==> config.mk <==
export PLATFORM = sky130hd
export DESIGN_NAME = eag_top
export DESIGN_NICKNAME = d
export VERILOG_FILES = /design/src/logic/eag_pkg.sv /design/src/logic/eag_mode_decode.sv /design/src/logic/eag_branch_add.sv /design/src/logic/eag_top.sv
export VERILOG_INCLUDE_DIRS = /design/src /design/src/logic
export SDC_FILE = /design/constraint.sdc
export NUM_CORES = 1
export LEC_CHECK = 0
export BUFFER_PORTS_ARGS = -buffer_cell sky130_fd_sc_hd__buf_4
export CORE_MARGIN = 3
export CORE_UTILIZATION = 60
export DETAILED_ROUTE_END_ITERATION = 7
export PLACE_DENSITY_LB_ADDON = 0.3
export SLEW_MARGIN = 20
export SYNTH_ARGS = -nofsm -noshare
export SYNTH_HDL_FRONTEND = slang
export SYNTH_SLANG_ARGS = --single-unit
==> constraint.sdc <==
create_clock -name clk -period 3 [get_ports clk]
set_clock_uncertainty 0.1 [all_clocks]
set_input_delay 0.6 -clock clk [delete_from_list [all_inputs] [get_ports clk]]
set_output_delay 0.6 -clock clk [all_outputs]
set_load 0.005 [all_outputs]
==> src/logic/eag_defines.svh <==
// Constants for the effective address generator
`ifndef EAG_DEFINES_SVH
`define EAG_DEFINES_SVH
`define EAG_LEN1 16'h0001
`define EAG_LEN2 16'h0002
`define EAG_LEN3 16'h0003
`define EAG_ZERO_PAGE 8'h00
`define EAG_HI_NIB 7:4
`define EAG_BIT_SEL 3:1
`define EAG_POL_BIT 0
`define EAG_GRP_BTB 4'h0
`define EAG_GRP_BSC 4'h1
`define EAG_GRP_REL 4'h2
`define EAG_GRP_DIR_RMW 4'h3
`define EAG_GRP_IX_RMW 4'h7
`define EAG_GRP_IX1_RMW 4'h6
`define EAG_GRP_INH_LO 4'h4
`define EAG_GRP_INH_HI 4'h5
`define EAG_GRP_INH_C1 4'h8
`define EAG_GRP_INH_C2 4'h9
`define EAG_GRP_IMM 4'ha
`define EAG_GRP_DIR 4'hb
`define EAG_GRP_EXT 4'hc
`define EAG_GRP_IX2 4'hd
`define EAG_GRP_IX1 4'he
`define EAG_GRP_IX 4'hf
`endif

==> src/logic/eag_pkg.sv <==
// Types for the effective address generator
package eag_pkg;
  typedef enum logic [3:0] {
    EAG_MODE_INH = 4'h0,
    EAG_MODE_IMM = 4'h1,
    EAG_MODE_DIR = 4'h2,
    EAG_MODE_EXT = 4'h3,
    EAG_MODE_IX = 4'h4,
    EAG_MODE_IX1 = 4'h5,
    EAG_MODE_IX2 = 4'h6,
    EAG_MODE_REL = 4'h7,
    EAG_MODE_BSC = 4'h8,
    EAG_MODE_BTB = 4'h9
  } eag_mode_t;
endpackage : eag_pkg

==> src/logic/eag_mode_decode.sv <==
// Opcode to addressing mode decoder
`timescale 1ns/1ps
`include "eag_defines.svh"
module eag_mode_decode (
  input wire logic [7:0] opcode,
  output eag_pkg::eag_mode_t mode
);
  // Mode follows the high nibble of the opcode map
  always_comb begin
    unique case (opcode[`EAG_HI_NIB])
      `EAG_GRP_BTB: mode = eag_pkg::EAG_MODE_BTB;
      `EAG_GRP_BSC: mode = eag_pkg::EAG_MODE_BSC;
      `EAG_GRP_REL: mode = eag_pkg::EAG_MODE_REL;
      `EAG_GRP_DIR_RMW, `EAG_GRP_DIR: mode = eag_pkg::EAG_MODE_DIR;
      `EAG_GRP_IX1_RMW, `EAG_GRP_IX1: mode = eag_pkg::EAG_MODE_IX1;
      `EAG_GRP_IX_RMW, `EAG_GRP_IX: mode = eag_pkg::EAG_MODE_IX;
      `EAG_GRP_IMM: mode = eag_pkg::EAG_MODE_IMM;
      `EAG_GRP_EXT: mode = eag_pkg::EAG_MODE_EXT;
      `EAG_GRP_IX2: mode = eag_pkg::EAG_MODE_IX2;
      default: mode = eag_pkg::EAG_MODE_INH; // 4,5,8,9 inherent
    endcase
  end
endmodule : eag_mode_decode

==> src/logic/eag_branch_add.sv <==
// Signed byte offset added to a 16-bit base, wrapping
`timescale 1ns/1ps
module eag_branch_add (
  input wire logic [15:0] base,
  input wire logic [7:0] offset,
  output logic [15:0] target
);
  assign target = base + {{8{offset[7]}}, offset};
endmodule : eag_branch_add

==> src/logic/eag_top.sv <==
// Effective address and next program counter generator
`timescale 1ns/1ps
`include "eag_defines.svh"
module eag_top #(
  parameter int unsigned ADDR_W = 16,
  parameter int unsigned BYTE_W = 8
) (
  input wire logic clk,
  input wire logic rst,
  input wire logic [ADDR_W-1:0] pc,
  input wire logic [BYTE_W-1:0] opcode,
  input wire logic [BYTE_W-1:0] byte1,
  input wire logic [BYTE_W-1:0] byte2,
  input wire logic [BYTE_W-1:0] index_x,
  input wire logic branch_cond,
  input wire logic [BYTE_W-1:0] test_data,
  output logic [BYTE_W-1:0] addr_hi_q,
  output logic [BYTE_W-1:0] addr_lo_q,
  output logic [ADDR_W-1:0] operand_address_q,
  output logic [ADDR_W-1:0] next_pc_q,
  output logic carry_load_q,
  output logic carry_value_q,
  output logic [2:0] bit_number_q,
  output logic [3:0] mode_q
);
  eag_pkg::eag_mode_t mode;
  logic [15:0] rel_base;
  logic [15:0] btb_base;
  logic [15:0] rel_target;
  logic [15:0] btb_target;
  logic [8:0] ix1_sum;
  logic [8:0] ix2_lo;
  logic [7:0] ix2_hi;
  logic tested_bit;
  logic btb_pass;
  logic [15:0] addr_d;
  logic [15:0] pc_d;

  // Byte concatenations below serve only 8-bit bytes in a 16-bit space
  if (BYTE_W != 8 || ADDR_W != 16) begin : g_width_check
    $error("eag_top needs 8-bit bytes and 16-bit addresses");
  end

  eag_mode_decode u_dec (
    .opcode(opcode),
    .mode(mode)
  );

  // Next instruction addresses for the two branch kinds
  assign rel_base = pc + `EAG_LEN2;
  assign btb_base = pc + `EAG_LEN3;

  eag_branch_add u_rel (
    .base(rel_base),
    .offset(byte1),
    .target(rel_target)
  );

  eag_branch_add u_btb (
    .base(btb_base),
    .offset(byte2),
    .target(btb_target)
  );

  // Low index sums keep their carries; the IX2 high byte wraps
  assign ix1_sum = {1'b0, index_x} + {1'b0, byte1};
  assign ix2_lo = {1'b0, index_x} + {1'b0, byte2};
  assign ix2_hi = byte1 + {7'h00, ix2_lo[8]};

  // bit and polarity selected by opcode
  assign tested_bit = test_data[opcode[`EAG_BIT_SEL]];
  assign btb_pass = (tested_bit == ~opcode[`EAG_POL_BIT]);

  // Address and next pc per mode
  always_comb begin
    addr_d = 16'h0000;
    pc_d = pc + `EAG_LEN1;
    unique case (mode)
      eag_pkg::EAG_MODE_IMM: begin
        addr_d = pc + `EAG_LEN1;
        pc_d = pc + `EAG_LEN2;
      end
      eag_pkg::EAG_MODE_DIR: begin
        addr_d = {`EAG_ZERO_PAGE, byte1};
        pc_d = pc + `EAG_LEN2;
      end
      eag_pkg::EAG_MODE_EXT: begin
        addr_d = {byte1, byte2};
        pc_d = pc + `EAG_LEN3;
      end
      eag_pkg::EAG_MODE_IX: begin
        addr_d = {`EAG_ZERO_PAGE, index_x};
        pc_d = pc + `EAG_LEN1;
      end
      eag_pkg::EAG_MODE_IX1: begin
        addr_d = {7'h00, ix1_sum};
        pc_d = pc + `EAG_LEN2;
      end
      eag_pkg::EAG_MODE_IX2: begin
        addr_d = {ix2_hi, ix2_lo[7:0]};
        pc_d = pc + `EAG_LEN3;
      end
      eag_pkg::EAG_MODE_REL: begin
        addr_d = branch_cond ? rel_target : rel_base;
        pc_d = branch_cond ? rel_target : rel_base;
      end
      eag_pkg::EAG_MODE_BSC: begin
        addr_d = {`EAG_ZERO_PAGE, byte1};
        pc_d = pc + `EAG_LEN2;
      end
      eag_pkg::EAG_MODE_BTB: begin
        addr_d = {`EAG_ZERO_PAGE, byte1};
        pc_d = btb_pass ? btb_target : btb_base;
      end
      eag_pkg::EAG_MODE_INH: begin
        addr_d = 16'h0000;
        pc_d = pc + `EAG_LEN1;
      end
    endcase
  end

  // Address bus and pc registers
  always_ff @(posedge clk or posedge rst) begin
    if (rst) begin
      operand_address_q <= 16'h0000;
      addr_hi_q <= 8'h00;
      addr_lo_q <= 8'h00;
      next_pc_q <= 16'h0000;
      mode_q <= 4'h0;
    end else begin
      operand_address_q <= addr_d;
      addr_hi_q <= addr_d[15:8];
      addr_lo_q <= addr_d[7:0];
      next_pc_q <= pc_d;
      mode_q <= mode;
    end
  end

  // Carry and bit-number outputs
  always_ff @(posedge clk or posedge rst) begin
    if (rst) begin
      carry_load_q <= 1'b0;
      carry_value_q <= 1'b0;
      bit_number_q <= 3'h0;
    end else begin
      // copy tested bit whether taken or not
      carry_load_q <= (mode == eag_pkg::EAG_MODE_BTB);
      carry_value_q <= tested_bit;
      bit_number_q <= opcode[`EAG_BIT_SEL];
    end
  end

  // Reference target for the checks
  logic [15:0] chk_rel;
  logic [15:0] chk_btb;
  logic [15:0] chk_ix2;
  assign chk_rel = pc + `EAG_LEN2 + {{8{byte1[7]}}, byte1};
  assign chk_btb = pc + `EAG_LEN3 + {{8{byte2[7]}}, byte2};
  assign chk_ix2 = {byte1, byte2} + {`EAG_ZERO_PAGE, index_x};

  a_ext_addr: assert property (@(posedge clk) disable iff (rst)
    (mode == eag_pkg::EAG_MODE_EXT) |=> (operand_address_q == {$past(byte1), $past(byte2)})
      && (next_pc_q == $past(pc) + 16'h0003))
    else $error("extended address wrong");
  a_ix_zero: assert property (@(posedge clk) disable iff (rst)
    (mode == eag_pkg::EAG_MODE_IX) |=> (addr_hi_q == 8'h00) && (addr_lo_q == $past(index_x))
      && (next_pc_q == $past(pc) + 16'h0001))
    else $error("indexed no offset wrong");
  a_ix1_sum: assert property (@(posedge clk) disable iff (rst)
    (mode == eag_pkg::EAG_MODE_IX1) |=> (operand_address_q == {8'h00, $past(index_x)} + {8'h00, $past(byte1)})
      && (operand_address_q <= 16'h01fe))
    else $error("indexed 8-bit offset wrong");
  a_ix2_sum: assert property (@(posedge clk) disable iff (rst)
    (mode == eag_pkg::EAG_MODE_IX2) |=> (operand_address_q == $past(chk_ix2))
      && (next_pc_q == $past(pc) + 16'h0003))
    else $error("indexed 16-bit offset wrong");
  a_rel_branch: assert property (@(posedge clk) disable iff (rst)
    (mode == eag_pkg::EAG_MODE_REL) |=> next_pc_q == ($past(branch_cond) ? $past(chk_rel) : $past(pc) + 16'h0002))
    else $error("relative branch pc wrong");
  a_rel_span: assert property (@(posedge clk) disable iff (rst)
    (mode == eag_pkg::EAG_MODE_REL && branch_cond) |=>
      (16'(next_pc_q - $past(pc) + 16'h007e) <= 16'h00ff))
    else $error("relative span exceeded");
  a_bsc_page0: assert property (@(posedge clk) disable iff (rst)
    (mode == eag_pkg::EAG_MODE_BSC) |=> (addr_hi_q == 8'h00) && (bit_number_q == $past(opcode[3:1])))
    else $error("bit set/clear address wrong");
  a_btb_carry: assert property (@(posedge clk) disable iff (rst)
    (mode == eag_pkg::EAG_MODE_BTB) |=> carry_load_q && (carry_value_q == $past(test_data[opcode[3:1]])))
    else $error("carry not copied");
  a_btb_pc: assert property (@(posedge clk) disable iff (rst)
    (mode == eag_pkg::EAG_MODE_BTB) |=> next_pc_q == ($past(btb_pass) ? $past(chk_btb) : $past(pc) + 16'h0003))
    else $error("bit test branch pc wrong");
  a_dir_page0: assert property (@(posedge clk) disable iff (rst)
    (mode == eag_pkg::EAG_MODE_DIR) |=> (operand_address_q == {8'h00, $past(byte1)}))
    else $error("direct address wrong");
  a_imm_addr: assert property (@(posedge clk) disable iff (rst)
    (mode == eag_pkg::EAG_MODE_IMM) |=> (operand_address_q == $past(pc) + 16'h0001))
    else $error("immediate address wrong");

  // Each bus byte carries its own half, not just the joined word
  a_ext_bytes: assert property (@(posedge clk) disable iff (rst)
    (mode == eag_pkg::EAG_MODE_EXT) |=>
      (addr_hi_q == $past(byte1)) && (addr_lo_q == $past(byte2)))
    else $error("extended bus bytes wrong");

  // A pc near the top of memory must land near the bottom
  a_ext_wrap: assert property (@(posedge clk) disable iff (rst)
    (mode == eag_pkg::EAG_MODE_EXT) && (pc >= 16'hfffd) |=>
      (next_pc_q <= `EAG_LEN2))
    else $error("pc did not wrap");

  // Index alone, never above page zero
  a_ix_bus: assert property (@(posedge clk) disable iff (rst)
    (mode == eag_pkg::EAG_MODE_IX) |=>
      (operand_address_q == {`EAG_ZERO_PAGE, $past(index_x)}))
    else $error("indexed address not in page zero");

  // Carry of the byte sum is the whole high byte
  a_ix1_high: assert property (@(posedge clk) disable iff (rst)
    (mode == eag_pkg::EAG_MODE_IX1) |=>
      (addr_hi_q == {7'h00, ($past(index_x) > ~$past(byte1))}))
    else $error("indexed 8-bit carry wrong");

  // Low byte and pc step for the short offset
  a_ix1_pc: assert property (@(posedge clk) disable iff (rst)
    (mode == eag_pkg::EAG_MODE_IX1) |=>
      (next_pc_q == $past(pc) + `EAG_LEN2) && (addr_lo_q == 8'($past(index_x) + $past(byte1))))
    else $error("indexed 8-bit low byte or pc wrong");

  // Carry from the low sum moves into the first offset byte
  a_ix2_high: assert property (@(posedge clk) disable iff (rst)
    (mode == eag_pkg::EAG_MODE_IX2) |=>
      (addr_hi_q == 8'($past(byte1) + ($past(index_x) > ~$past(byte2)))) && (addr_lo_q == 8'($past(index_x) + $past(byte2))))
    else $error("indexed 16-bit bytes wrong");

  // Direct is a two-byte instruction in page zero
  a_dir_pc: assert property (@(posedge clk) disable iff (rst)
    (mode == eag_pkg::EAG_MODE_DIR) |=>
      (next_pc_q == $past(pc) + `EAG_LEN2) && (addr_hi_q == `EAG_ZERO_PAGE))
    else $error("direct pc or high byte wrong");

  // Immediate skips its one operand byte
  a_imm_pc: assert property (@(posedge clk) disable iff (rst)
    (mode == eag_pkg::EAG_MODE_IMM) |=>
      (next_pc_q == $past(pc) + `EAG_LEN2))
    else $error("immediate pc wrong");

  // An untaken branch only steps over itself
  a_rel_fall: assert property (@(posedge clk) disable iff (rst)
    (mode == eag_pkg::EAG_MODE_REL) && !branch_cond |=>
      (next_pc_q == $past(pc) + `EAG_LEN2) && (operand_address_q == next_pc_q))
    else $error("untaken branch pc wrong");

  // Bit set or clear is two bytes long, target from the next byte
  a_bsc_pc: assert property (@(posedge clk) disable iff (rst)
    (mode == eag_pkg::EAG_MODE_BSC) |=>
      (next_pc_q == $past(pc) + `EAG_LEN2) && (addr_lo_q == $past(byte1)))
    else $error("bit set/clear pc or low byte wrong");

  // Test byte address and bit number from the instruction
  a_btb_addr: assert property (@(posedge clk) disable iff (rst)
    (mode == eag_pkg::EAG_MODE_BTB) |=>
      (operand_address_q == {`EAG_ZERO_PAGE, $past(byte1)}) && (bit_number_q == $past(opcode[`EAG_BIT_SEL])))
    else $error("bit test address or bit wrong");

  // Test byte goes out on the bus halves as well
  a_btb_bus: assert property (@(posedge clk) disable iff (rst)
    (mode == eag_pkg::EAG_MODE_BTB) |=>
      (addr_hi_q == `EAG_ZERO_PAGE) && (addr_lo_q == $past(byte1)))
    else $error("bit test bus bytes wrong");

  // Whole reachable window is 256 bytes wide around the opcode
  a_btb_span: assert property (@(posedge clk) disable iff (rst)
    (mode == eag_pkg::EAG_MODE_BTB) |=>
      (16'(next_pc_q - $past(pc) + 16'h007d) <= 16'h00ff))
    else $error("bit test span exceeded");

  // Bit equal to the polarity bit means the test failed
  a_btb_fail: assert property (@(posedge clk) disable iff (rst)
    (mode == eag_pkg::EAG_MODE_BTB) && (test_data[opcode[`EAG_BIT_SEL]] == opcode[`EAG_POL_BIT]) |=>
      (next_pc_q == $past(pc) + `EAG_LEN3))
    else $error("failed bit test did not fall through");

  // Carry is only loaded by the bit test, so others leave it alone
  a_carry_idle: assert property (@(posedge clk) disable iff (rst)
    (mode != eag_pkg::EAG_MODE_BTB) |=>
      !carry_load_q)
    else $error("carry loaded outside bit test");
endmodule : eag_top

==> out/qor.yml, run 1 <==
status: "stopped before the end"
lastStage: "global routing"
error_line: "[ERROR DPL-0038] Utilization greater than 100%, impossible to legalize"
ys_seq_elements: 41
numCtsBuffers: 5
synth-async-reset-ratio_pct: 100.0
clock_path_buffers: 2
synth_cells: 700
synth.avg_cell_area_um2: 7.884
die_x_um: 101.9
fp-row-count: 34
gp_congestion: 1.095
synth.cell_area_um2: 5519
ys_warn_count: 0
die_h_um: 101.9
syn_nets: 816
top_level_ports: 116
worstEndpointGrtRepair: "next_pc_q[13]$_DFF_PP0_/D"
cts_sinks: 41
hold_buffers: 0
synth-main-ff-cell: "dfrtp_1"
place_hpwl_mm: 17.02
cts_max_level: 2
ys_seq_area_share_pct: 18.59
grt_max_degree: 29
start_util_pct: 62.37
cts-root-buf: "clkbuf_8"
dp.cells: 1015
io_buffers: 115
endpoint_type: "register input"
ys_types: 68
synth-edff-count: 0
timing repair:
action | CTS
cloned | 0
pin swaps | 55
setup buffers | 18
setup endpoints to repair | 16
gates resized for setup | 81
synthesized netlist by cell type (5+ instances only):
library cell   n  area [µm²]
nor2b_1        8       50.05
o21ai_0       37       185.2
buf_1          5       18.77
nand2_1       70       262.8
nand2b_1      11       68.82
and3_1         7       43.79
a211oi_1       9       67.56
a31oi_1        6       37.54
nand4_1        5       31.28
o211ai_1       7       52.55
a221oi_1       5       43.79
a22oi_1        6       45.04
mux2i_1       17       170.2
clkbuf_1      17       63.81
xnor2_1       35       306.5
buf_4         18       135.1
ha_1          53       663.1
o21bai_1       6       45.04
inv_1         24       90.09
buf_2         10       50.05
o22ai_1        7       43.79
a21oi_1       60       300.3
o221ai_1      11       96.34
nand3_1       16       80.08
dfrtp_1       41        1026
nor2_1        61       229.0
xor2_1        42       367.9
nor3_1        17       85.08
a21o_1        14       105.1
logic make-up after synthesis:
| logic type | share of synthesized area [%] |
|---|---|
| muxes | 4.715 |
| adders and majority gates | 13.47 |
| DFF | 18.59 |
| and+or+nand+nor | 17.84 |
| buffers and inverters | 6.484 |
| AOI/OAI and AO/OA | 26.18 |
| xor gates and xnor gates | 12.72 |
metrics by stage:
| step | area, µm² | hold slack (ns) | setup slack, ns | util, % | setup TNS, ns |
|---|---|---|---|---|---|
| CTS | 8178 | 0.2061 | -0.1918 | 92.42 | -0.8156 |
| detailed placement | 7471 | 0.5405 | -0.7729 | 84.43 | -9.665 |
| global placement | 7471 | 0.5250 | -0.6296 | 84.43 | -7.317 |
| floorplan | 5744 | 0.5314 | -0.3972 | - | -1.276 |
==> run 2: changes to the inputs <==
- CORE_UTILIZATION: 60 -> 40
- PLACE_DENSITY_LB_ADDON: 0.3 -> 0.15
==> run 2 against run 1 <==
Net effect: the flow now finishes, with violations (setup timing); area after synthesis unchanged; synthesized cell count did not move.
==> out/qor.yml, run 2 <==
cts_max_level: 2
first_global_vias: 6403
synth.avg_cell_area_um2: 7.884
vdd_drop_max_mv: 0.2751
use_met2_pct: 47.91
fp.dieArea_um2: 15240
ys_top_cells_by_area: "dfrtp_1, ha_1, xor2_1"
ys_types: 68
fmax_mhz: 307.7
mostFrequentLayoutCell: "buf_4"
synth_top_family_by_area: "compound AO/OA/AOI/OAI gates"
yosys.area_share.simple_pct: 17.84
via_per_inst: 5.699
post-route-util_pct: 68.10
rsz0062_at_grt: "true"
grt.busiest_layer: "met2"
end_kind: "flip-flop"
p_leak_nw: 4.208
fp-row-count: 42
ys_seq_area_share_pct: 18.59
antenna_found_initial: 0
synth_most_common_cell: "nand2_1"
synth_top_area_cell: "dfrtp_1"
track_usage_pct: 29.45
grt_use_met3_pct: 3.705
place_area_um2: 7766
wl_per_cell_um: 19.91
max_slew.worst_pin.slew_ns: 0.6309
synth_fa_ha_area_share_pct: 13.47
cp_slowest_stage_delay_ns: 0.38
ys_seq_elements: 41
vias: 6577
die_h_um: 123.5
synth_compound_area_share_pct: 26.18
synth-edff-count: 0
regMostFlops: "next_pc_q"
crit_top_cell: "ha_4"
top_level_ports: 116
antenna-diode-count: 0
period_share_pct: 108.3
synth-async-reset-ratio_pct: 100.0
powerDensity_nw_per_um2: 329.0
clk_pin_slew_worst_paths_ns: 0.08
final_cell_mix: "buf_4, nand2_1, nor2_1"
nets: 1093
clock_path_buffers: 2
numCtsBuffers: 5
ys_warn_count: 0
synthTopCellsByCount: "nand2_1, nor2_1, a21oi_1, ha_1, xor2_1"
arrival_ns: 3.31
violations: "setup timing"
cts_sinks: 41
largest_reg_flops: 16
place_hpwl_mm: 17.95
slew_headroom_pct: 57.88
design_area_um2: 9090
ant_nets: 0
tritoncts: "done"
gp_congestion: 0.9968
muxShareOfSynthArea_pct: 4.715
synth-main-ff-cell: "dfrtp_1"
hp-class: "input port to asynchronous set/reset pin"
drc: 0
grt_max_degree: 29
startpoint_type: "input port"
crit_slowest_cell: "or3_4"
firstDrtPassIters: 5
core_um2: 13350
grt_pass1_wl_mm: 34.21
setup_ws_ns: -0.2503
drv_slew: 0
fin_setup_tns_ns: -1.194
gr-usage-met1_pct: 40.72
layout_min_cycle_time_ns: 3.250
reg_top3: "next_pc_q x16, operand_address_q x15, mode_q x4"
io_buffers: 115
layout-drive-gt1-share_pct: 47.65
maxCapViolCount: 0
timing.final.hold_violations: 0
path_cells: "buf_8, clkinvlp_4, ha_4, or3_4, buf_6, nor2_4, xor2_2, ha_4, nand2_2, nor3_2, a211oi_2, a31oi_1, a21oi_2, nor2b_1, o21ai_2, a2bb2o_4, nand3_2"
setup_viol: 10
hold_buffers: 0
crit_fanout: 4
die_x_um: 123.5
area_growth_pct: 64.70
path_buf_inv: 3
drt-initial-drc-count: 602
grt_overflow: 0
cp.required_ns: 3.06
synth.cell_area_um2: 5519
wl_mm: 22.98
cts-root-buf: "clkbuf_16"
syn_nets: 816
synth_top_area_share_pct: 18.59
critical-path-top-delay-family: "compound AO/OA/AOI/OAI gates"
start_util_pct: 41.35
critPathKind: "input port to flip-flop"
status: "finished with violations"
synth_cells: 700
synth_xor_xnor_area_share_pct: 12.72
-- run 2: final cells by class --
cell class                 count  area (µm²)
clock buffer                   5       125.1
clock inverter                 3       68.82
fill                        1065        4258
inverter                      24       93.84
multi-input combinational    585        5024
sequential                    41        1026
tap                          176       220.2
timing repair buffer         320        2532
-- run 2: stage by stage --
step	hold slack (ns)	std cells	setup WS (ns)	total power (W)
after global placement	0.6370	1111	-0.7138	0.001945
final	0.2815	1154	-0.2503	0.002990
after floorplan	0.5314	700	-0.3972	0.001374
after detailed placement	0.6394	1111	-0.7478	0.001967
after global routing	0.3255	1154	-0.3336	0.003147
after CTS	0.3434	1140	-0.2491	0.002863
-- run 2: final timing paths --
| check | startpoint | to | slack, ns | depth (start not counted) |
|---|---|---|---|---|
| max | pc[0] | next_pc_q[15]$_DFF_PP0_ | -0.25 | 17 |
| max in group asynchronous | rst | addr_hi_q[7]$_DFF_PP0_ | 1.82 | 3 |
| min in group clk | opcode[3] | bit_number_q[2]$_DFF_PP0_ | 0.35 | 1 |
| min | rst | operand_address_q[7]$_DFF_PP0_ | 0.28 | 2 |
-- run 2: kinds of logic (layout without fill, tap and decap cells) --
kind of cell	count (synthesis)	after routing
compound gates	216	216
buf+inv	74	352
flops	41	41
xor+xnor	78	78
mux	22	22
simple gates	212	212
fa+ha+maj	57	57
-- run 2: timing repair --
action,CTS,global route
setup endpoints to repair,17,18
setup buffers,22,14
pin swaps,76,64
gates resized for setup,90,68
-- run 2: routing by layer --
metal  routed length, µm  vias up
met5                   0        -
met4                 643        0
met3                1507       47
met2               10690      285
met1               10140     3160
li1                    -     3085
-- run 2: power by group --
group | internal [W] | switching [W] | total (W)
logic | 0.000824 | 0.000781 | 0.00160
registers | 0.000613 | 0.0000224 | 0.000636
clock network | 0.000481 | 0.000268 | 0.000750
Power figures use the tool's default switching activity.
